===== src/design/uib_pkg.sv =====
package uib_pkg;

  // ---------------------------------------------------------------------------
  // widths
  // ---------------------------------------------------------------------------
  localparam int unsigned ADDR_W = 12;
  localparam int unsigned DATA_W = 32;
  localparam int unsigned REG_W  = 16;
  localparam int unsigned EP_N   = 4;
  localparam int unsigned CORE_W = 9;

  // ---------------------------------------------------------------------------
  // register byte offsets
  // ---------------------------------------------------------------------------
  localparam logic [ADDR_W-1:0] OFS_EP_EVENT_STATUS   = 12'h000;
  localparam logic [ADDR_W-1:0] OFS_CORE_EVENT_STATUS = 12'h004;
  localparam logic [ADDR_W-1:0] OFS_EP_EVENT_FORCE    = 12'h008;
  localparam logic [ADDR_W-1:0] OFS_CORE_EVENT_FORCE  = 12'h00c;
  localparam logic [ADDR_W-1:0] OFS_EP_EVENT_ACK      = 12'h010;
  localparam logic [ADDR_W-1:0] OFS_CORE_EVENT_ACK    = 12'h014;
  localparam logic [ADDR_W-1:0] OFS_EP_ENABLE_STATUS  = 12'h018;
  localparam logic [ADDR_W-1:0] OFS_CORE_ENABLE_STATUS= 12'h01c;
  localparam logic [ADDR_W-1:0] OFS_EP_ENABLE_SET     = 12'h020;
  localparam logic [ADDR_W-1:0] OFS_CORE_ENABLE_SET   = 12'h024;
  localparam logic [ADDR_W-1:0] OFS_EP_ENABLE_CLEAR   = 12'h028;
  localparam logic [ADDR_W-1:0] OFS_CORE_ENABLE_CLEAR = 12'h02c;
  localparam logic [ADDR_W-1:0] OFS_EP_EVENT_GATED    = 12'h030;
  localparam logic [ADDR_W-1:0] OFS_CORE_EVENT_GATED  = 12'h034;

  // ---------------------------------------------------------------------------
  // field layout and reset values
  // ---------------------------------------------------------------------------
  localparam int unsigned      EP_RX_LSB  = 9;
  localparam int unsigned      EP_TX_LSB  = 1;
  localparam int unsigned      EP0_BIT    = 0;
  localparam logic [REG_W-1:0] EP_VALID   = 16'h1e1f;
  localparam logic [CORE_W-1:0] CORE_VALID = 9'h1ff;
  localparam logic [REG_W-1:0] REG_RESET  = 16'h0000;

  // ---------------------------------------------------------------------------
  // carriers
  // ---------------------------------------------------------------------------
  typedef struct packed {
    logic [EP_N-1:0]   rx;
    logic [EP_N-1:0]   tx;
    logic              ep0_combined_event;
    logic [CORE_W-1:0] core;
  } uib_evt_type;

  typedef struct packed {
    logic              sel;
    logic              enable;
    logic              write;
    logic [ADDR_W-1:0] addr;
    logic [DATA_W-1:0] wdata;
    logic [3:0]        strb;
  } uib_apb_req_type;

  typedef struct packed {
    logic              ready;
    logic [DATA_W-1:0] rdata;
    logic              slverr;
  } uib_apb_rsp_type;

  typedef enum logic [3:0] {
    SEL_NONE,
    SEL_EP_EVENT_STATUS,
    SEL_CORE_EVENT_STATUS,
    SEL_EP_EVENT_FORCE,
    SEL_CORE_EVENT_FORCE,
    SEL_EP_EVENT_ACK,
    SEL_CORE_EVENT_ACK,
    SEL_EP_ENABLE_STATUS,
    SEL_CORE_ENABLE_STATUS,
    SEL_EP_ENABLE_SET,
    SEL_CORE_ENABLE_SET,
    SEL_EP_ENABLE_CLEAR,
    SEL_CORE_ENABLE_CLEAR,
    SEL_EP_EVENT_GATED,
    SEL_CORE_EVENT_GATED
  } uib_sel_type;

endpackage : uib_pkg


===== src/design/uib_flag_bank.sv =====
`timescale 1ns/100ps
module uib_flag_bank #(
  parameter int unsigned     W     = 16,
  parameter logic [W-1:0]    VALID = '1
) (
  // clock and reset
  input  wire logic         i_clk,
  input  wire logic         i_rst,
  // set and clear strobes, one cycle each
  input  wire logic [W-1:0] i_hw_set,
  input  wire logic [W-1:0] i_sw_set,
  input  wire logic [W-1:0] i_sw_clr,
  input  wire logic [W-1:0] i_en_set,
  input  wire logic [W-1:0] i_en_clr,
  // state
  output logic      [W-1:0] o_flag,
  output logic      [W-1:0] o_enable,
  output logic      [W-1:0] o_gated,
  output logic              o_any_next
);

  logic [W-1:0] flag;
  logic [W-1:0] enable;
  logic [W-1:0] next_flag;
  logic [W-1:0] next_enable;

  // ---------------------------------------------------------------------------
  // per-bit next state
  // ---------------------------------------------------------------------------
  for (genvar i = 0; i < W; i++) begin : g_bit
    if (VALID[i]) begin : g_live
      // raw flag ignores the mask entirely; a hardware set beats a clear
      always_comb begin
        next_flag[i]   = i_hw_set[i] | i_sw_set[i] | (flag[i] & ~i_sw_clr[i]); // RQ12 RQ22
        next_enable[i] = i_en_set[i] | (enable[i] & ~i_en_clr[i]);
      end
    end else begin : g_dead
      // reserved positions never hold state
      always_comb begin
        next_flag[i]   = 1'b0; // RQ20
        next_enable[i] = 1'b0;
      end
    end
  end

  always_ff @(posedge i_clk) begin
    if (i_rst) begin
      flag   <= '0;
      enable <= '0;
    end else begin
      flag   <= next_flag;
      enable <= next_enable;
    end
  end

  assign o_flag     = flag;
  assign o_enable   = enable;
  assign o_gated    = flag & enable; // RQ19
  assign o_any_next = |(next_flag & next_enable);

endmodule : uib_flag_bank


===== src/design/uib_apb_slave.sv =====
`timescale 1ns/100ps
module uib_apb_slave (
  // clock and reset
  input  wire logic                     i_clk,
  input  wire logic                     i_rst,
  // bus side
  input  wire uib_pkg::uib_apb_req_type i_req,
  output uib_pkg::uib_apb_rsp_type      o_rsp,
  // register side
  input  wire logic [31:0]              i_rdata,
  input  wire logic                     i_hit,
  output logic                          o_wr_en
);

  logic [31:0] rdata;
  logic        err;
  logic [31:0] next_rdata;
  logic        next_err;
  logic        setup;
  logic        access;

  assign setup  = i_req.sel & ~i_req.enable;
  assign access = i_req.sel & i_req.enable;

  // ---------------------------------------------------------------------------
  // answer captured in the setup cycle
  // ---------------------------------------------------------------------------
  // zero wait states: the answer is latched at the setup edge so that
  // prdata comes from a flop; the cost is that a hardware event landing
  // in the access cycle only shows on the next read
  always_comb begin
    next_rdata = rdata;
    next_err   = err;
    if (setup) begin
      next_rdata = (i_hit && !i_req.write) ? i_rdata : 32'h0000_0000;
      next_err   = ~i_hit;
    end
  end

  always_ff @(posedge i_clk) begin
    if (i_rst) begin
      rdata <= 32'h0000_0000;
      err   <= 1'b0;
    end else begin
      rdata <= next_rdata;
      err   <= next_err;
    end
  end

  assign o_rsp.ready  = 1'b1;
  assign o_rsp.rdata  = rdata;
  assign o_rsp.slverr = err & access;
  assign o_wr_en      = access & i_req.write & i_hit;

endmodule : uib_apb_slave


===== src/design/uib_irq_bank.sv =====
// The APB slave port and the address map are this design's own decisions.
`timescale 1ns/100ps
// Functional notes
// (RQ1) rx flags ep4..ep1 in bits 12..9
// (RQ2) tx flags ep4..ep1 bits 4..1, 8..5 zero
// (RQ3) bit 0 flags ep0 rx or tx
// (RQ4) nine core flags in bits 8..0
// (RQ5) writing one to endpoint force sets flag
// (RQ6) writing one to core force sets flag
// (RQ7) force registers read back source status
// (RQ8) writing one to endpoint ack clears flag
// (RQ9) writing one to core ack clears flag
// (RQ10) ack registers read back source status
// (RQ11) enable status read-only, reset zero, aligned
// (RQ12) masks never gate the raw flags
// (RQ13) endpoint enable set writes set enables
// (RQ14) core enable set writes set enables
// (RQ15) enables set singly, read enable status
// (RQ16) endpoint enable clear writes clear enables
// (RQ17) core enable clear writes clear enables
// (RQ18) enables cleared singly, read enable status
// (RQ19) gated status is flag AND enable
// (RQ20) zero bits and reserved bits change nothing
// (RQ21) interrupt high while any gated bit set
// (RQ22) hardware event beats same-cycle clear
module uib_irq_bank (
  // clock and reset
  input  wire logic                       I_CLK_SYS,
  input  wire logic                       I_RST,
  // apb slave
  input  wire logic                       I_PSEL,
  input  wire logic                       I_PENABLE,
  input  wire logic                       I_PWRITE,
  input  wire logic [uib_pkg::ADDR_W-1:0] I_PADDR,
  input  wire logic [uib_pkg::DATA_W-1:0] I_PWDATA,
  input  wire logic [3:0]                 I_PSTRB,
  output logic                            O_PREADY,
  output logic      [uib_pkg::DATA_W-1:0] O_PRDATA,
  output logic                            O_PSLVERR,
  // event pulses from the usb core, same clock
  input  wire logic [uib_pkg::EP_N-1:0]   I_EP_RX_EVENT,
  input  wire logic [uib_pkg::EP_N-1:0]   I_EP_TX_EVENT,
  input  wire logic                       I_EP0_COMBINED_EVENT,
  input  wire logic [uib_pkg::CORE_W-1:0] I_CORE_EVENT,
  // interrupt request
  output logic                            O_IRQ
);

  // ---------------------------------------------------------------------------
  // declarations
  // ---------------------------------------------------------------------------
  uib_pkg::uib_apb_req_type         req;
  uib_pkg::uib_apb_rsp_type         rsp;
  uib_pkg::uib_evt_type             evt;
  uib_pkg::uib_sel_type             sel;

  // strobes
  logic [uib_pkg::REG_W-1:0]        ep_hw_set;
  logic [uib_pkg::REG_W-1:0]        wdata_lanes;
  logic [uib_pkg::REG_W-1:0]        ep_sw_set;
  logic [uib_pkg::REG_W-1:0]        ep_sw_clr;
  logic [uib_pkg::REG_W-1:0]        ep_en_set;
  logic [uib_pkg::REG_W-1:0]        ep_en_clr;

  logic [uib_pkg::CORE_W-1:0]       core_sw_set;
  logic [uib_pkg::CORE_W-1:0]       core_sw_clr;
  logic [uib_pkg::CORE_W-1:0]       core_en_set;
  logic [uib_pkg::CORE_W-1:0]       core_en_clr;

  // bank state
  logic [uib_pkg::REG_W-1:0]        ep_flag;
  logic [uib_pkg::REG_W-1:0]        ep_enable;
  logic [uib_pkg::REG_W-1:0]        ep_gated;
  logic [uib_pkg::CORE_W-1:0]       core_flag;
  logic [uib_pkg::CORE_W-1:0]       core_enable;
  logic [uib_pkg::CORE_W-1:0]       core_gated;

  logic [uib_pkg::REG_W-1:0]        ep_status;
  logic [uib_pkg::REG_W-1:0]        core_status;
  logic [uib_pkg::REG_W-1:0]        ep_en_status;
  logic [uib_pkg::REG_W-1:0]        core_en_status;
  logic [uib_pkg::REG_W-1:0]        ep_gated_status;
  logic [uib_pkg::REG_W-1:0]        core_gated_status;

  // bus path
  logic                             ep_any_next;
  logic                             core_any_next;
  logic                             wr_en;
  logic                             hit;
  logic [uib_pkg::REG_W-1:0]        rd_reg;
  logic [uib_pkg::DATA_W-1:0]       rd_word;
  logic                             irq;
  logic                             next_irq;

  // ---------------------------------------------------------------------------
  // bus carriers
  // ---------------------------------------------------------------------------
  always_comb begin
    req.sel    = I_PSEL;
    req.enable = I_PENABLE;
    req.write  = I_PWRITE;
    req.addr   = I_PADDR;
    req.wdata  = I_PWDATA;
    req.strb   = I_PSTRB;
  end

  assign O_PREADY  = rsp.ready;
  assign O_PRDATA  = rsp.rdata;
  assign O_PSLVERR = rsp.slverr;

  // ---------------------------------------------------------------------------
  // event mapping
  // ---------------------------------------------------------------------------
  // same clock as the core: no synchroniser
  always_comb begin
    evt.rx                 = I_EP_RX_EVENT;
    evt.tx                 = I_EP_TX_EVENT;
    evt.ep0_combined_event = I_EP0_COMBINED_EVENT;
    evt.core               = I_CORE_EVENT;
  end

  // endpoint word: rx in 12..9, nothing in 8..5, tx in 4..1, ep0 in 0
  always_comb begin
    ep_hw_set = uib_pkg::REG_RESET;
    ep_hw_set[uib_pkg::EP_RX_LSB +: uib_pkg::EP_N] = evt.rx; // RQ1
    ep_hw_set[uib_pkg::EP_TX_LSB +: uib_pkg::EP_N] = evt.tx; // RQ2
    ep_hw_set[uib_pkg::EP0_BIT]                    = evt.ep0_combined_event; // RQ3
  end

  // ---------------------------------------------------------------------------
  // address decode
  // ---------------------------------------------------------------------------
  // exact match: misaligned offsets miss
  always_comb begin
    unique case (req.addr)
      uib_pkg::OFS_EP_EVENT_STATUS:    sel = uib_pkg::SEL_EP_EVENT_STATUS;
      uib_pkg::OFS_CORE_EVENT_STATUS:  sel = uib_pkg::SEL_CORE_EVENT_STATUS;

      uib_pkg::OFS_EP_EVENT_FORCE:     sel = uib_pkg::SEL_EP_EVENT_FORCE;
      uib_pkg::OFS_CORE_EVENT_FORCE:   sel = uib_pkg::SEL_CORE_EVENT_FORCE;

      uib_pkg::OFS_EP_EVENT_ACK:       sel = uib_pkg::SEL_EP_EVENT_ACK;
      uib_pkg::OFS_CORE_EVENT_ACK:     sel = uib_pkg::SEL_CORE_EVENT_ACK;

      uib_pkg::OFS_EP_ENABLE_STATUS:   sel = uib_pkg::SEL_EP_ENABLE_STATUS;
      uib_pkg::OFS_CORE_ENABLE_STATUS: sel = uib_pkg::SEL_CORE_ENABLE_STATUS;

      uib_pkg::OFS_EP_ENABLE_SET:      sel = uib_pkg::SEL_EP_ENABLE_SET;
      uib_pkg::OFS_CORE_ENABLE_SET:    sel = uib_pkg::SEL_CORE_ENABLE_SET;

      uib_pkg::OFS_EP_ENABLE_CLEAR:    sel = uib_pkg::SEL_EP_ENABLE_CLEAR;
      uib_pkg::OFS_CORE_ENABLE_CLEAR:  sel = uib_pkg::SEL_CORE_ENABLE_CLEAR;

      uib_pkg::OFS_EP_EVENT_GATED:     sel = uib_pkg::SEL_EP_EVENT_GATED;
      uib_pkg::OFS_CORE_EVENT_GATED:   sel = uib_pkg::SEL_CORE_EVENT_GATED;
      default:                         sel = uib_pkg::SEL_NONE;
    endcase
  end

  assign hit = (sel != uib_pkg::SEL_NONE);

  // ---------------------------------------------------------------------------
  // write strobes
  // ---------------------------------------------------------------------------
  // only the two low byte lanes carry register bits; a lane whose strobe
  // is low writes zeros, which by write-one semantics changes nothing
  always_comb begin
    wdata_lanes = req.wdata[uib_pkg::REG_W-1:0];
    if (!req.strb[0]) begin
      wdata_lanes[7:0] = 8'h00;
    end
    if (!req.strb[1]) begin
      wdata_lanes[15:8] = 8'h00;
    end
  end

  always_comb begin
    ep_sw_set   = '0;
    ep_sw_clr   = '0;
    ep_en_set   = '0;
    ep_en_clr   = '0;

    core_sw_set = '0;
    core_sw_clr = '0;
    core_en_set = '0;
    core_en_clr = '0;
    if (wr_en) begin
      unique case (sel)
        // source flags
        uib_pkg::SEL_EP_EVENT_FORCE: begin
          ep_sw_set = wdata_lanes & uib_pkg::EP_VALID; // RQ5 RQ20
        end

        uib_pkg::SEL_CORE_EVENT_FORCE: begin
          core_sw_set = wdata_lanes[uib_pkg::CORE_W-1:0]; // RQ6
        end

        uib_pkg::SEL_EP_EVENT_ACK: begin
          ep_sw_clr = wdata_lanes & uib_pkg::EP_VALID; // RQ8 RQ20
        end

        uib_pkg::SEL_CORE_EVENT_ACK: begin
          core_sw_clr = wdata_lanes[uib_pkg::CORE_W-1:0]; // RQ9
        end

        // enables
        uib_pkg::SEL_EP_ENABLE_SET: begin
          ep_en_set = wdata_lanes & uib_pkg::EP_VALID; // RQ13 RQ15
        end

        uib_pkg::SEL_CORE_ENABLE_SET: begin
          core_en_set = wdata_lanes[uib_pkg::CORE_W-1:0]; // RQ14 RQ15
        end

        uib_pkg::SEL_EP_ENABLE_CLEAR: begin
          ep_en_clr = wdata_lanes & uib_pkg::EP_VALID; // RQ16 RQ18
        end

        uib_pkg::SEL_CORE_ENABLE_CLEAR: begin
          core_en_clr = wdata_lanes[uib_pkg::CORE_W-1:0]; // RQ17 RQ18
        end

        // writes to status and gated registers are accepted and dropped
        default: begin
          ep_sw_set = '0; // RQ11
        end
      endcase
    end
  end

  // ---------------------------------------------------------------------------
  // flag banks
  // ---------------------------------------------------------------------------
  // bits 15..13 and 8..5 hold no state
  uib_flag_bank #(
    .W     (uib_pkg::REG_W),
    .VALID (uib_pkg::EP_VALID)
  ) u_ep_bank (
    .i_clk      (I_CLK_SYS),
    .i_rst      (I_RST),
    .i_hw_set   (ep_hw_set),
    .i_sw_set   (ep_sw_set),
    .i_sw_clr   (ep_sw_clr),
    .i_en_set   (ep_en_set),
    .i_en_clr   (ep_en_clr),
    .o_flag     (ep_flag),
    .o_enable   (ep_enable),
    .o_gated    (ep_gated),
    .o_any_next (ep_any_next)
  );

  uib_flag_bank #(
    .W     (uib_pkg::CORE_W),
    .VALID (uib_pkg::CORE_VALID)
  ) u_core_bank (
    .i_clk      (I_CLK_SYS),
    .i_rst      (I_RST),
    .i_hw_set   (evt.core), // RQ4
    .i_sw_set   (core_sw_set),
    .i_sw_clr   (core_sw_clr),
    .i_en_set   (core_en_set),
    .i_en_clr   (core_en_clr),
    .o_flag     (core_flag),
    .o_enable   (core_enable),
    .o_gated    (core_gated),
    .o_any_next (core_any_next)
  );

  // ---------------------------------------------------------------------------
  // read views
  // ---------------------------------------------------------------------------
  assign ep_status         = ep_flag; // RQ1 RQ2 RQ3
  assign core_status       = {7'h00, core_flag}; // RQ4

  assign ep_en_status      = ep_enable; // RQ11
  assign core_en_status    = {7'h00, core_enable}; // RQ11

  assign ep_gated_status   = ep_gated; // RQ19
  assign core_gated_status = {7'h00, core_gated}; // RQ19

  always_comb begin
    unique case (sel)
      uib_pkg::SEL_EP_EVENT_STATUS:    rd_reg = ep_status;
      uib_pkg::SEL_CORE_EVENT_STATUS:  rd_reg = core_status;

      // force and ack show raw flags
      uib_pkg::SEL_EP_EVENT_FORCE:     rd_reg = ep_status; // RQ7
      uib_pkg::SEL_CORE_EVENT_FORCE:   rd_reg = core_status; // RQ7

      uib_pkg::SEL_EP_EVENT_ACK:       rd_reg = ep_status; // RQ10
      uib_pkg::SEL_CORE_EVENT_ACK:     rd_reg = core_status; // RQ10

      uib_pkg::SEL_EP_ENABLE_STATUS:   rd_reg = ep_en_status;
      uib_pkg::SEL_CORE_ENABLE_STATUS: rd_reg = core_en_status;

      uib_pkg::SEL_EP_ENABLE_SET:      rd_reg = ep_en_status; // RQ15
      uib_pkg::SEL_CORE_ENABLE_SET:    rd_reg = core_en_status; // RQ15

      uib_pkg::SEL_EP_ENABLE_CLEAR:    rd_reg = ep_en_status; // RQ18
      uib_pkg::SEL_CORE_ENABLE_CLEAR:  rd_reg = core_en_status; // RQ18

      uib_pkg::SEL_EP_EVENT_GATED:     rd_reg = ep_gated_status;
      uib_pkg::SEL_CORE_EVENT_GATED:   rd_reg = core_gated_status;
      default:                         rd_reg = uib_pkg::REG_RESET;
    endcase
  end

  // upper bus half reads zero
  assign rd_word = {16'h0000, rd_reg};

  // ---------------------------------------------------------------------------
  // apb slave
  // ---------------------------------------------------------------------------
  // pready tied high: two-cycle transfers
  uib_apb_slave u_apb (
    .i_clk   (I_CLK_SYS),
    .i_rst   (I_RST),
    .i_req   (req),
    .o_rsp   (rsp),
    .i_rdata (rd_word),
    .i_hit   (hit),
    .o_wr_en (wr_en)
  );

  // ---------------------------------------------------------------------------
  // interrupt request
  // ---------------------------------------------------------------------------
  // built from the banks' next values so the line rises and falls on the
  // same edge as the gated flags, with no extra cycle of lag
  always_comb begin
    next_irq = ep_any_next | core_any_next; // RQ21
  end

  // reset drops the line with the banks
  always_ff @(posedge I_CLK_SYS) begin
    if (I_RST) begin
      irq <= 1'b0;
    end else begin
      irq <= next_irq;
    end
  end

  assign O_IRQ = irq;

endmodule : uib_irq_bank


===== config.mk =====
export PLATFORM = sky130hd
export DESIGN_NAME = uib_irq_bank
export DESIGN_NICKNAME = d
export VERILOG_FILES = /design/src/design/uib_pkg.sv /design/src/design/uib_flag_bank.sv /design/src/design/uib_apb_slave.sv /design/src/design/uib_irq_bank.sv
export SDC_FILE = /design/constraint.sdc
export NUM_CORES = 1
export LEC_CHECK = 0
export BUFFER_PORTS_ARGS = -buffer_cell sky130_fd_sc_hd__buf_2
export CAP_MARGIN = 15
export CORE_ASPECT_RATIO = 1.75
export CORE_MARGIN = 2
export CORE_UTILIZATION = 45
export CTS_CLUSTER_DIAMETER = 60
export DETAILED_ROUTE_END_ITERATION = 16
export PLACE_DENSITY = 0.73
export SLEW_MARGIN = 20
export SYNTH_ARGS = -nofsm -noshare
export SYNTH_HDL_FRONTEND = slang
export SYNTH_SLANG_ARGS = --single-unit

===== constraint.sdc =====
create_clock -name I_CLK_SYS -period 4.85 [get_ports I_CLK_SYS]
set_clock_uncertainty 0.15 [all_clocks]
set_input_delay 0.97 -clock I_CLK_SYS [delete_from_list [all_inputs] [get_ports I_CLK_SYS]]
set_output_delay 0.97 -clock I_CLK_SYS [all_outputs]
set_load 0.05 [all_outputs]

======== Yosys cells after proc, flatten, opt, wreduce, memory -nomap -nowiden ========
Memories as Yosys holds them, arrays and structs flattened.
Index checks and enable logic that the tools add are counted.
W data, S select, Z words.
storage, ports and cells
  register bits after elaboration ......... 84
  memory bits (read-only) ................. 256
  input port bits ......................... 71
  output and inout bits ................... 35
  word-level logic and storage cells ...... 193
  memories kept ........................... 1
memories
  name              depth  width  rd ports  clocked after memory_dff  wr ports  line                 source
  (name not given)  64     4      1         0                         0         uib_irq_bank.sv:135  unique case (req.addr)
operators by class
  eq/ne operators ......................... 14
  muxes and demuxes ....................... 21
  bitwise gates (word level) .............. 138
  reduce and logical (&&, ||, !) cells .... 10
operators by type and width
  kind                  number
  $mux W13              8
  $pmux W16 S6          1
  $mux W9               8
  $or A1 B1 Y1          55
  $and A1 B1 Y1         41
  $not A1 Y1            38
  $eq A4 B4 Y1 const B  7
  $and A9 B9 Y9         2
  $and A16 B16 Y16      1
  $eq A4 B3 Y1 const B  4
  $mux W16              1
  $reduce_or A16 Y1     1
  $and A13 B13 Y13      1
  $reduce_or A3 Y1      4
  $reduce_or A9 Y1      1
  $eq A4 B2 Y1 const B  2
  $mux W8               1
  $logic_not A6 Y1      1
  $mux W5               1
  $eq A4 B1 Y1 const B  1
  $mux W4               1
  $reduce_bool A4 Y1    1
  $logic_and A1 B1 Y1   1
  $logic_not A1 Y1      1

======== Logic depth before layout (Yosys ltp) ========
Gate-level depths: netlist of the first run.
  depth after elaboration ................. 11
  depth in mapped cells ................... 10

======== Cells and area by module ========
Synthesis of the first run repeated with hierarchy kept, for this count alone.
second synthesis, totals
  cells, all modules ...................... 462
  area total of the unflattened synthesis .. 3,941.3 sq um
by module, submodules not included
  module                        instances  cells each  area an instance (sq um)  seq. area each (sq um)
  uib_irq_bank                  1          192         1,149.9                   20.0
  uib_apb_slave                 1          82          1,071.0                   660.6
  uib_flag_bank at u_ep_bank    1          105         940.9                     360.3
  uib_flag_bank at u_core_bank  1          83          779.5                     360.3

======== Worst setup path before layout of the first run ========
No wires, ideal clock.
  path type ............................... input port to flip-flop
  start ................................... in I_PADDR[11] in the netlist's numbering
  end ..................................... reg irq (netlist: O_IRQ)
  setup time .............................. 0.133 ns
  arrival time ............................ 3.248 ns
  data required time ...................... 4.567 ns
  setup slack ............................. 1.319 ns
  stages .................................. 10
  buffers on the path ..................... 3
  cell sequence ........................... or4_4 -> buf_6 -> or4_4 -> buf_6 -> buf_2 -> nor3_2 -> nand2_1 -> a221o_1 -> a22oi_1 -> a31oi_1
between the ends
  longest elaborated chain between the ends .. 11
RTL lines
  element                                                line                                      source
  start: declaration                                     uib_irq_bank.sv:34                        input wire logic [uib_pkg::ADDR_W-1:0] I_PADDR,
  $logic_not A6 Y1 *                                     uib_irq_bank.sv:135
  $mux W4 *                                              uib_irq_bank.sv:135
  $eq A4 B3 Y1 (tied with other cells)                   uib_irq_bank.sv:188                       unique case (sel)
  $mux W13 (tied with other cells)                       uib_irq_bank.sv:188
  $mux W13 or $mux W9 (tied branches)                    uib_irq_bank.sv:187                       if (wr_en) begin
  $not A1 Y1, on equally long branches                   uib_flag_bank.sv:34, uib_flag_bank.sv:35
  $and A1 B1 Y1, on equally long branches                uib_flag_bank.sv:34, uib_flag_bank.sv:35
  $or A1 B1 Y1, on equally long branches                 uib_flag_bank.sv:34, uib_flag_bank.sv:35
  $and A13 B13 Y13 or $and A9 B9 Y9 (tied branches)      uib_flag_bank.sv:59                       assign o_any_next = |(next_flag & next_enable);
  $reduce_or A16 Y1 or $reduce_or A9 Y1 (tied branches)  uib_flag_bank.sv:59
  $or A1 B1 Y1 *                                         uib_irq_bank.sv:331                       next_irq = ep_any_next | core_any_next;
  end signal: assignment                                 uib_irq_bank.sv:339                       irq <= next_irq;
  end: declaration                                       uib_irq_bank.sv:92                        logic irq;
Mark *: on every way between the ends. The rest lies on a longest branch, timed or not.
A chain may end at the register's enable or synchronous reset.

======== Worst setup path after layout of the first run ========
  start ................................... in I_PADDR[7] in the netlist's numbering
  end ..................................... reg irq (netlist: O_IRQ)
Same word-level chain as after synthesis.

==> parameters.txt, run 1 <==
Parameter                              Value

Setup path
  Kind of end point of the critical path    flip-flop
  Slowest stage delay, CP    0.72 ns
  Worst-path cell with the longest stage delay    or4_4
  Required time reported for the critical path endpoint    4.92 ns
  Worst Path Arrival    3.73 ns
  Dominant delay contributor by cell family on the critical path    simple AND/OR/NAND/NOR gates
  Source of the worst register-to-register timing path    u_ep_bank.o_enable[11]$_SDFF_PP0_
  CP Max Fanout    20
  Buffer and inverter count on the worst path    1
  Most frequent cell on the critical path    or4_4
  CP Launch Point    I_PADDR[7]
  Setup crit start kind    primary input
  Sequence of cells on the critical path    buf_2 > or4_1 > or4_4 > or4_4 > a22o_1 > o2111a_1 > and4_4 > a31oi_1
  Type of the worst setup path    in2reg

Timing
  Max Fclk    274 MHz
  Minimum period implied by the final worst setup slack    3.65 ns
  Number of pins with negative max-slew slack in the final report    0
  Worst-margin pin slew    1.08 ns
  Relative slew slack    27.6%
  RSZ-0062 raised after global routing    false
  Setup TNS after final layout    0 ns
  Final count of negative-setup-slack endpoints    0
  Count of endpoints failing hold in the final timing report    0
  Fraction of the cycle the final worst path needs    75.3%

Synthesis
  Number of synthesized register bits    51
  Proportion of synthesized flip-flops having asynchronous set or reset    0%
  Post-Syn Instances    381
  Leading register cell type out of synthesis    dfxtp_1
  Number of library cell types mapped by synthesis    50
  Syn avg cell area    7.87 µm²
  Share of synthesized area occupied by flip-flops and latches    34.1%
  Number of enable flip-flop cells after synthesis    0
  Count of synthesis-stage warnings from yosys    0
  Cell area after technology mapping    3000 µm²

Route
  Average detailed-routed wire length per instance    17.6 µm
  Routed vias    3,182
  Via-per-instance ratio    6.15
  Initial drt markers    219
  Wirelength, routed    9100 µm
  Remaining DRCs    0
  DRT antenna net count    0
  Number of search-and-repair iterations in the first detailed-routing pass    5

Final layout
  Area grow syn2layout    16.8%
  Post-layout net count    505
  Layout cell share with drive strength beyond 1    23.0%
  Final standard cell area without fillers    3500 µm²
  Inserted Diodes    0

Global route
  Largest net degree at the start of global routing    52
  Number of antenna violations at the first check in global routing    0
  Global-route wire length before repair    14,000 µm
  Total Routing Usage GR    25.0%
  Remaining global-route overflow    0
  Vias in the first global route    2,935

Die
  Placeable core region    6490 µm²
  Initial core utilization    46.2%
  Overall die area    7350 µm²
  Die Span X    65.7 µm
  Std-Cell Rows    39
  Boundary Pins    106
  Die Y    112 µm

Clock tree
  Clock tree from TritonCTS    done
  Root buffer selected by CTS    clkbuf_16
  H-tree lvl count    2
  Number of CTS-inserted buffers    5
  Hold buffer count at CTS    0
  Clock Pin Slew Worst Setup and Hold Paths    0.07 ns
  Total setup buffers inserted after CTS    0
  Buffer levels on the longest clock path    2
  Total of cells resized after clock tree synthesis    0
  Clk sinks    51
  Clk_lat worst skew    0.30 ns

Place
  Final weighted congestion in routability-driven placement    0.969
  Number of port buffers    64
  Placement-stage cell area    3310 µm²
  Detailed-placement wirelength estimate    6560 µm

Run status
  Run status    finished clean

Hold path
  Type of the worst min-delay path    reg2reg
  Beginning of the worst hold path    u_apb.err$_SDFFE_PP0P_

Pwr
  Worst vdd rail ir drop    0.204 mV
  Power density cells    282 nW/µm²
  Leakage    0.00136 µW

Flow run
  Count of max-cap constraint violations    0
## through the flow
step,setup slack (ns),hold slack (ns),util (%),total power [µW],instances
after floorplan,1.32,0.296,-,536,399
after global placement,0.917,0.306,51.1,561,509
after detailed placement,0.913,0.322,51.1,564,509
after CTS,1.21,0.338,53.8,985,517
after global routing,1.13,0.361,53.9,1010,517
final,1.20,0.341,53.9,987,517
## cell families after synthesis
family          count (synthesis)  share of synthesized area (%)
other cells                     2                          0.251
mux                             3                           1.04
simple gates                  124                           22.6
flops                          51                           34.1
compound gates                141                           31.3
buf+inv                        60                           10.7
## layout by cell type (no fill, tap or decap), types with 3 or more instances in the layout
cell type,n
nand3_1,17
buf_2,64
dfxtp_1,51
nor2b_1,9
a21oi_1,37
nand2_1,32
inv_1,14
a22oi_1,21
a21boi_0,3
nor4_2,4
buf_4,10
nor2_1,25
clkbuf_16,5
a31oi_1,16
o21ai_0,26
nor4_1,6
o2111a_1,3
conb_1,20
o221ai_1,5
nand2b_1,6
or4_4,3
nor3_1,3
a22o_1,15
a21o_1,6
## state kept, by name, indices dropped and copies added, names as in the netlist
name,flops
O_IRQ,1
u_apb.err,1
u_apb.rdata,13
u_core_bank.o_enable,9
u_core_bank.o_flag,9
u_ep_bank.o_enable,9
u_ep_bank.o_flag,9
## layer usage
metal  vias up  GRT usage [%]  part of all wire [%]
met3        32           4.65                   8.4
met1      1479           27.2                    36
li1       1491              -                     -
met5         -              0                     0
met2       180           43.3                    51
met4         0           15.1                   4.2
## worst paths after layout
check / endpoint / slack, ns / depth (start not counted)
worst max-delay path: O_IRQ$_SDFF_PP0_ / 1.20 / 8
worst min-delay path: u_apb.err$_SDFFE_PP0P_ / 0.34 / 2
worst max register to register: O_IRQ$_SDFF_PP0_ / 3.36 / 6
worst min register to register: u_apb.err$_SDFFE_PP0P_ / 0.34 / 2
## power by group
part | internal (µW) | switching, µW | leakage, µW
Combinational | 31.5 | 88.3 | 0.000859
Sequential | 430 | 7.30 | 0.000417
Clock | 260 | 170 | 0.0000875
## tightest hold or removal path: stages (launching register included)
cell,delay [ns]
dfxtp_1,0.33
a21oi_1,0.06
nor2_1,0.07
## cell type report
class | count | area [µm²]
inverter | 14 | 52.6
timing repair buffer | 74 | 395
clock buffer | 6 | 139
clock inverter | 2 | 38.8
multi-input combinational | 288 | 1750
tap | 82 | 103
fill | 636 | 2990
sequential | 51 | 1020
## synthesized netlist by cell type (9+ instances only)
cell | count | area (µm²)
inv_1 | 14 | 52.6
nand2_1 | 32 | 120
buf_4 | 20 | 150
nor2_1 | 25 | 93.8
a31oi_1 | 16 | 100
o21ai_0 | 26 | 130
clkbuf_1 | 16 | 60.1
a21oi_1 | 37 | 185
dfxtp_1 | 51 | 1020
a22o_1 | 15 | 131
nand3_1 | 17 | 85.1
a22oi_1 | 21 | 158
nor2b_1 | 9 | 56.3
Power figures use the tool's default switching activity.
==> inputs of run 2 (changes only) <==
==> constraint.sdc (replaced) <==
create_clock -name I_CLK_SYS -period 3.4 [get_ports I_CLK_SYS]
set_clock_uncertainty 0.15 [all_clocks]
set_input_delay 0.68 -clock I_CLK_SYS [delete_from_list [all_inputs] [get_ports I_CLK_SYS]]
set_output_delay 0.68 -clock I_CLK_SYS [all_outputs]
set_load 0.05 [all_outputs]
==> run 2 against run 1 <==
  * Final area up 4.8%
  * Utilization is 2.6 points higher
  * Sequential cell count is the same
  * First-iteration DRC count fell by 17%
  * Cell count increased by 5.6%
  * Worst setup slack got worse by 0.98 ns
  * Worst hold slack better by 0.0080 ns
  * Register-to-register slack got worse by 1.5 ns
  * Die area stayed put
  * Critical path type unchanged
  * Largest power group unchanged
==> parameters.txt, run 2 (same netlist as run 1, synthesis figures left out) <==
Parameter                              Value

Die
  Overall die area    7350 µm² (unchanged)
  Std-Cell Rows    39 (unchanged)
  Boundary Pins    106 (unchanged)
  Die Span X    65.7 µm (unchanged)
  Die Y    112 µm (unchanged)
  Initial core utilization    46.2% (unchanged)
  Placeable core region    6490 µm² (unchanged)

Global route
  Number of antenna violations at the first check in global routing    0 (unchanged)
  Vias in the first global route    3,159 (was 2,935)
  Remaining global-route overflow    0 (unchanged)
  Total Routing Usage GR    25.9% (was 25.0%)
  Largest net degree at the start of global routing    52 (unchanged)
  Global-route wire length before repair    14,700 µm (was 14,000 µm)

Pwr
  Power density cells    359 nW/µm² (was 282 nW/µm²)
  Final Total Pwr    1320 µW (was 987 µW)
  Leakage    0.00148 µW (was 0.00136 µW)
  Worst vdd rail ir drop    0.243 mV (was 0.204 mV)

Final layout
  Commonest cells after routing, fill and taps aside    64 x buf_2, 51 x dfxtp_1, 39 x buf_4 (was 64 x buf_2, 51 x dfxtp_1, 37 x a21oi_1)
  Largest register FFs    13 (unchanged)
  Final standard cell area without fillers    3670 µm² (was 3500 µm²)
  Post-layout net count    534 (was 505)
  Layout cell share with drive strength beyond 1    27.6% (was 23.0%)
  Largest Register    u_apb.rdata (unchanged)
  Most frequent standard cell in the layout excluding fill and tap cells    buf_2 (unchanged)
  Total area of multi-input combinational cells    1740 µm² (was 1750 µm²)
  Number of inserted filler cells in the final layout    625 (was 636)
  Post-layout util    56.5% (was 53.9%)
  Inserted Diodes    0 (unchanged)
  Area grow syn2layout    22.4% (was 16.8%)
  Sequential Area    1020 µm² (unchanged)

Clock tree
  H-tree lvl count    2 (unchanged)
  Number of CTS-inserted buffers    5 (unchanged)
  Clock tree from TritonCTS    done (unchanged)
  Clk sinks    51 (unchanged)
  Total of cells resized after clock tree synthesis    0 (unchanged)
  Buffer levels on the longest clock path    2 (unchanged)
  Hold buffer count at CTS    0 (unchanged)
  Root buffer selected by CTS    clkbuf_16 (unchanged)
  Total setup buffers inserted after CTS    0 (unchanged)
  Clk_lat worst skew    0.30 ns (about the same)
  Clock Pin Slew Worst Setup and Hold Paths    0.07 ns (about the same)

Timing
  Worst-margin pin slew    0.965 ns (was 1.08 ns)
  Max Fclk    315 MHz
  RSZ-0062 raised after global routing    false (unchanged)
  Minimum period implied by the final worst setup slack    3.18 ns
  Setup TNS after final layout    0 ns (unchanged)
  Fraction of the cycle the final worst path needs    93.5%
  Count of endpoints failing hold in the final timing report    0 (unchanged)
  Number of pins with negative max-slew slack in the final report    0 (unchanged)
  Final count of negative-setup-slack endpoints    0 (unchanged)
  Final-layout worst hold slack    0.349 ns (was 0.341 ns)
  Relative slew slack    35.6% (was 27.6%)

Route
  Wirelength, routed    9320 µm (was 9100 µm)
  Remaining DRCs    0 (unchanged)
  Initial drt markers    182 (was 219)
  Number of search-and-repair iterations in the first detailed-routing pass    5 (unchanged)
  Via-per-instance ratio    6.11 (was 6.15)
  DRT antenna net count    0 (unchanged)
  Routed vias    3,335 (was 3,182)
  Average detailed-routed wire length per instance    17.1 µm (was 17.6 µm)

Setup path
  Type of the worst setup path    in2reg (unchanged)
  Critical Path Stages    10 (was 8)
  Slowest stage delay, CP    0.60 ns (was 0.72 ns)
  Kind of end point of the critical path    flip-flop (unchanged)
  Dominant delay contributor by cell family on the critical path    simple AND/OR/NAND/NOR gates (unchanged)
  Sequence of cells on the critical path    buf_2 > or4_1 > buf_4 > or2_2 > buf_4 > o31ai_1 > a22o_1 > o2111a_1 > and4_4 > a31oi_1 (was buf_2 > or4_1 > or4_4 > or4_4 > a22o_1 > o2111a_1 > and4_4 > a31oi_1)
  CP Max Fanout    6 (was 20)
  Required time reported for the critical path endpoint    3.39 ns (was 4.92 ns)
  Setup crit start kind    primary input (unchanged)
  Buffer and inverter count on the worst path    3 (was 1)
  Worst-path cell with the longest stage delay    or4_1 (was or4_4)
  Worst Path Arrival    3.17 ns (was 3.73 ns)
  Path depth of the worst reg2reg path    4 (was 6)
  Most frequent cell on the critical path    buf_4 (was or4_4)

Hold path
  Cells on Worst Hold Path    2 (unchanged)
  Type of the worst min-delay path    reg2reg (unchanged)

Place
  Detailed-placement wirelength estimate    6910 µm (was 6560 µm)
  Final weighted congestion in routability-driven placement    0.933 (was 0.969)
  Placement-stage cell area    3520 µm² (was 3310 µm²)
  Number of port buffers    64 (unchanged)

Flow run
  Count of max-cap constraint violations    0 (unchanged)

Run status
  Run status    finished clean (unchanged)
-- run 2: layout make-up --
| cell class | count | area share (%) |
|---|---|---|
| clock inverter | 3 | 0.512 |
| sequential | 51 | 27.8 |
| timing repair buffer | 103 | 16.7 |
| clock buffer | 5 | 3.41 |
| inverter | 14 | 1.43 |
| tap | 82 | 2.80 |
| multi-input combinational | 288 | 47.3 |
-- run 2: worst register-to-register path: cells and delay by family (launching register included) --
| family | cells | cell delay, ns |
|---|---|---|
| flops | 1 | 0.34 |
| simple gates | 1 | 0.21 |
| compound gates | 3 | 0.68 |
-- run 2: metal layers --
layer,track usage [%],wire length (µm),up-vias
met5,0,0,-
met4,17.5,540,0
met3,5.35,734,41
met2,44.2,4660,196
met1,27.6,3380,1555
li1,-,-,1543
-- run 2: final timing paths --
kind / start / end / slack [ns]
max: I_PADDR[7] / O_IRQ$_SDFF_PP0_ / 0.22
min: u_apb.err$_SDFFE_PP0P_ / u_apb.err$_SDFFE_PP0P_ / 0.35
max reg2reg: u_core_bank.o_flag[3]$_SDFF_PP0_ / O_IRQ$_SDFF_PP0_ / 1.87
min reg2reg: u_apb.err$_SDFFE_PP0P_ / u_apb.err$_SDFFE_PP0P_ / 0.35
-- run 2: stage by stage --
step,cells,setup slack [ns]
after floorplan,399,0.159
after global placement,538,-0.0343
after detailed placement,538,-0.0680
after CTS,546,0.231
after global routing,546,0.0346
final,546,0.221
-- run 2: where the power goes --
| group | internal (µW) | switching, µW |
|---|---|---|
| sequential | 613 | 10.4 |
| combinational | 50.9 | 127 |
| clock | 273 | 240 |
| total | 938 | 378 |
==> inputs of run 3 (changes only) <==
--- a/config.mk
+++ b/config.mk
@@ -12,8 +12,9 @@
 export CORE_UTILIZATION = 45
 export CTS_CLUSTER_DIAMETER = 60
 export DETAILED_ROUTE_END_ITERATION = 16
-export PLACE_DENSITY = 0.73
+export PLACE_DENSITY = 0.7
 export SLEW_MARGIN = 20
 export SYNTH_ARGS = -nofsm -noshare
 export SYNTH_HDL_FRONTEND = slang
+export SYNTH_HIERARCHICAL = 1
 export SYNTH_SLANG_ARGS = --single-unit
==> run 3 against run 2 <==
  * The run now ends with negative setup slack left
  * Worst setup slack lost 0.38 ns
  * Worst hold slack lost 0.035 ns
  * Cell count is 33% higher
  * Global-route usage decreased by 0.42 points
  * Count of clock-buffer cells in the layout increased by 8
  * Sequential power grew 36%
  * Largest cell class unchanged
  * Largest power group is now the clock network
==> parameters.txt, run 3 <==
Parameter                              Value

Synthesis
  Post-Syn Instances    462 (was 381)
  Number of library cell types mapped by synthesis    48 (was 50)
  Share of synthesized area occupied by flip-flops and latches    35.6% (was 34.1%)
  Count of synthesis-stage warnings from yosys    6 (was 0)
  Most area-consuming cells after synthesis    dfxtp_1 36%, nor2_1 8.9%, a22o_1 7.1% (was dfxtp_1 34%, a21oi_1 6.2%, a22oi_1 5.3%)
  Number of synthesized register bits    70 (was 51)
  Cell area after technology mapping    3940 µm² (was 3000 µm²)
  Leading register cell type out of synthesis    dfxtp_1 (unchanged)
  Proportion of synthesized flip-flops having asynchronous set or reset    0% (unchanged)
  Number of enable flip-flop cells after synthesis    0 (unchanged)
  Area fraction of the dominant cell type after synthesis    35.6% (was 34.1%)
  Area leader, netlist    dfxtp_1 (unchanged)
  Most used standard cells in the synthesized netlist    93 x nor2_1, 70 x dfxtp_1, 32 x a22o_1 (was 51 x dfxtp_1, 37 x a21oi_1, 32 x nand2_1)
  Most frequent cell after synthesis    nor2_1 (was dfxtp_1)
  Syn avg cell area    8.53 µm² (was 7.87 µm²)

Route
  Routed vias    3,917 (was 3,335)
  Number of search-and-repair iterations in the first detailed-routing pass    6 (was 5)
  Wirelength, routed    11,700 µm (was 9320 µm)
  Initial drt markers    249 (was 182)
  Via-per-instance ratio    5.39 (was 6.11)
  Average detailed-routed wire length per instance    16.2 µm (was 17.1 µm)
  DRT antenna net count    0 (unchanged)
  Remaining DRCs    0 (unchanged)

Setup path
  Worst reg2reg endpoint    u_apb/rdata[1]$_SDFFE_PP0P_ (was O_IRQ$_SDFF_PP0_)
  Setup crit start kind    primary input (unchanged)
  Kind of end point of the critical path    flip-flop (unchanged)
  Source of the worst register-to-register timing path    u_ep_bank/o_flag[1]$_SDFF_PP0_ (was u_core_bank.o_flag[3]$_SDFF_PP0_)
  Path depth of the worst reg2reg path    5 (was 4)
  CP Max Fanout    5 (was 6)
  Setup slack on the worst flop-to-flop path    1.56 ns (was 1.87 ns)
  Required time reported for the critical path endpoint    3.47 ns (was 3.39 ns)
  Type of the worst setup path    in2reg (unchanged)
  Worst Path Arrival    3.63 ns (was 3.17 ns)

Pwr
  Net Sw Power    453 µW (was 378 µW)
  Clock share of power    46.9% (was 39.0%)
  Leakage    0.00220 µW (was 0.00148 µW)
  Power density cells    357 nW/µm² (was 359 nW/µm²)
  Worst vdd rail ir drop    0.226 mV (was 0.243 mV)
  Switching portion of total power    23.7% (was 28.7%)
  Internal power component    1460 µW (was 938 µW)
  Sequential fraction of design power    44.5% (was 47.4%)
  Portion of total power attributed to combinational logic    8.7% (was 13.6%)

Timing
  Count of endpoints failing hold in the final timing report    0 (unchanged)
  Relative slew slack    24.1% (was 35.6%)
  Worst-margin pin slew    1.13 ns (was 0.965 ns)
  RSZ-0062 raised after global routing    true (was false)
  Max Fclk    281 MHz (was 315 MHz)
  Setup TNS after final layout    -0.157 ns (was 0 ns)
  Fraction of the cycle the final worst path needs    105% (was 93.5%)
  Final-layout worst hold slack    0.314 ns (was 0.349 ns)
  Minimum period implied by the final worst setup slack    3.56 ns (was 3.18 ns)
  Final count of negative-setup-slack endpoints    1 (was 0)
  Fin worst setup slack    -0.157 ns (was 0.221 ns)
  Number of pins with negative max-slew slack in the final report    0 (unchanged)

Global route
  Busiest layer in global routing    met2 (unchanged)
  Total Routing Usage GR    25.5% (was 25.9%)
  Vias in the first global route    3,912 (was 3,159)
  Global Route met3 Usage    3.93% (was 5.35%)
  Number of antenna violations at the first check in global routing    0 (unchanged)
  Global-route wire length before repair    18,500 µm (was 14,700 µm)
  Met1 global-route usage    26.1% (was 27.6%)
  Largest net degree at the start of global routing    33 (was 52)
  Remaining global-route overflow    0 (unchanged)
  Met2 track utilization from global routing    46.1% (was 44.2%)

Clock tree
  Clock tree from TritonCTS    done (unchanged)
  Buffer levels on the longest clock path    2 (unchanged)
  Clk_lat worst skew    0.34 ns (was 0.30 ns)
  Number of CTS-inserted buffers    9 (was 5)
  H-tree lvl count    3 (was 2)
  Root buffer selected by CTS    clkbuf_16 (unchanged)
  Clk sinks    70 (was 51)
  Clock Pin Slew Worst Setup and Hold Paths    0.06 ns (was 0.07 ns)

Hold path
  Type of the worst min-delay path    reg2reg (unchanged)
  End of the worst hold path    u_apb/rdata[20]$_SDFFE_PP0P_ (was u_apb.err$_SDFFE_PP0P_)
  Cells on Worst Hold Path    1 (was 2)
  Beginning of the worst hold path    u_apb/rdata[20]$_SDFFE_PP0P_ (was u_apb.err$_SDFFE_PP0P_)

Die
  Die Y    128 µm (was 112 µm)
  Initial core utilization    45.8% (was 46.2%)
  Boundary Pins    106 (unchanged)
  Overall die area    9550 µm² (was 7350 µm²)
  Std-Cell Rows    45 (was 39)
  Die Span X    74.7 µm (was 65.7 µm)
  Placeable core region    8610 µm² (was 6490 µm²)

Final layout
  Layout cell share with drive strength beyond 1    41.1% (was 27.6%)
  Area grow syn2layout    35.9% (was 22.4%)
  Post-layout util    62.2% (was 56.5%)
  Most frequent standard cell in the layout excluding fill and tap cells    buf_2 (unchanged)
  Largest register FFs    32 (was 13)
  Largest Register    u_apb/rdata (was u_apb.rdata)
  Commonest cells after routing, fill and taps aside    82 x buf_2, 81 x nor2_1, 70 x dfxtp_1 (was 64 x buf_2, 51 x dfxtp_1, 39 x buf_4)
  Post-layout net count    676 (was 534)
  Final standard cell area without fillers    5360 µm² (was 3670 µm²)
  Inserted Diodes    0 (unchanged)

Place
  Final weighted congestion in routability-driven placement    0.843 (was 0.933)
  Placement-stage cell area    4850 µm² (was 3520 µm²)
  Post-Place Setup Slack    -0.500 ns (was -0.0680 ns)
  Number of port buffers    83 (was 64)
  Detailed-placement wirelength estimate    8790 µm (was 6910 µm)

Run status
  Violated checks    negative setup slack
  Run status    finished, violations left (was finished clean)

Flow run
  Count of max-cap constraint violations    0 (unchanged)
run 3: cell count changes in the layout (fill, tap and decap cells not counted), sizes merged, moves of 12 or more:
| cell | delta |
|---|---|
| nor2 | +80 |
| buf | +41 |
| a21oi | -26 |
| a22oi | -21 |
| dfxtp | +19 |
| and2 | +18 |
| conb | +18 |
| a22o | +17 |
| mux2 | +17 |
| o21ai | -17 |
| a222oi | +16 |
| a31oi | -15 |
| nand2 | -12 |
| nand3 | -12 |
run 3: through the flow:
step                instances  power [µW]
finish                    727        1910
global route              727        1970
CTS                       726        1920
detailed placement        706        1020
global placement          706        1020
floorplan                 497         968
run 3: cells by family after synthesis:
family / after synthesis / share of synthesized area (%)
and+or+nand+nor: 189 / 24.7
other: 3 / 0.286
DFF: 70 / 35.6
buffers and inverters: 70 / 10.1
muxes: 18 / 5.14
AOI/OAI and AO/OA: 112 / 24.2
run 3: layout make-up:
class / instances / area (µm²)
fillers: 752 / 3260
multi-input cells: 357 / 2540
flip-flops and latches: 70 / 1400
repair buffers: 144 / 895
clock buffers: 13 / 270
well taps: 117 / 146
inverters: 23 / 86.3
clock inverters: 3 / 17.5
run 3: worst max path at each step:
stage          startpoint  slack [ns]  cells after the start                to
3_3_place_gp   I_PADDR[7]       -0.48                     15  O_IRQ$_SDFF_PP0_
5_1_grt        I_PADDR[7]       -0.31                     15  O_IRQ$_SDFF_PP0_
4_1_cts        I_PADDR[0]       -0.12                     15  O_IRQ$_SDFF_PP0_
6_report       I_PADDR[7]       -0.16                     15  O_IRQ$_SDFF_PP0_
2_1_floorplan  I_PADDR[7]       -0.34                     16  O_IRQ$_SDFF_PP0_
3_5_place_dp   I_PADDR[7]       -0.50                     15  O_IRQ$_SDFF_PP0_
run 3: metal layers:
| metal | vias to the layer above | wire [µm] |
|---|---|---|
| met5 | - | 0 |
| li1 | 1878 | - |
| met2 | 117 | 6410 |
| met3 | 31 | 493 |
| met1 | 1891 | 4310 |
| met4 | 0 | 536 |
run 3: worst max-delay path, stage by stage:
cell	delay (ns)
buf_2	0.09
or4_4	0.52
or2_4	0.29
a31oi_4	0.19
and4_4	0.30
and2_4	0.24
buf_8	0.15
nand2_4	0.07
nor2_4	0.08
inv_2	0.05
a211oi_4	0.28
o2111ai_4	0.13
or3_4	0.41
nor2_4	0.11
nor2_2	0.03
run 3: power by group through the flow:
stage	combinational, µW	sequential (µW)	clock, µW
floorplan	105	863	0
global placement	148	867	0
detailed placement	154	868	0
CTS	160	850	911
global route	181	852	940
finish	166	851	897
run 3: repair_timing:
action | in CTS | in global routing
buffers inserted | 4 | 1
setup endpoints to repair | 1 | 1
resized for setup | 11 | 27
hold buffers | 0 | 0
pin swaps | 22 | 18
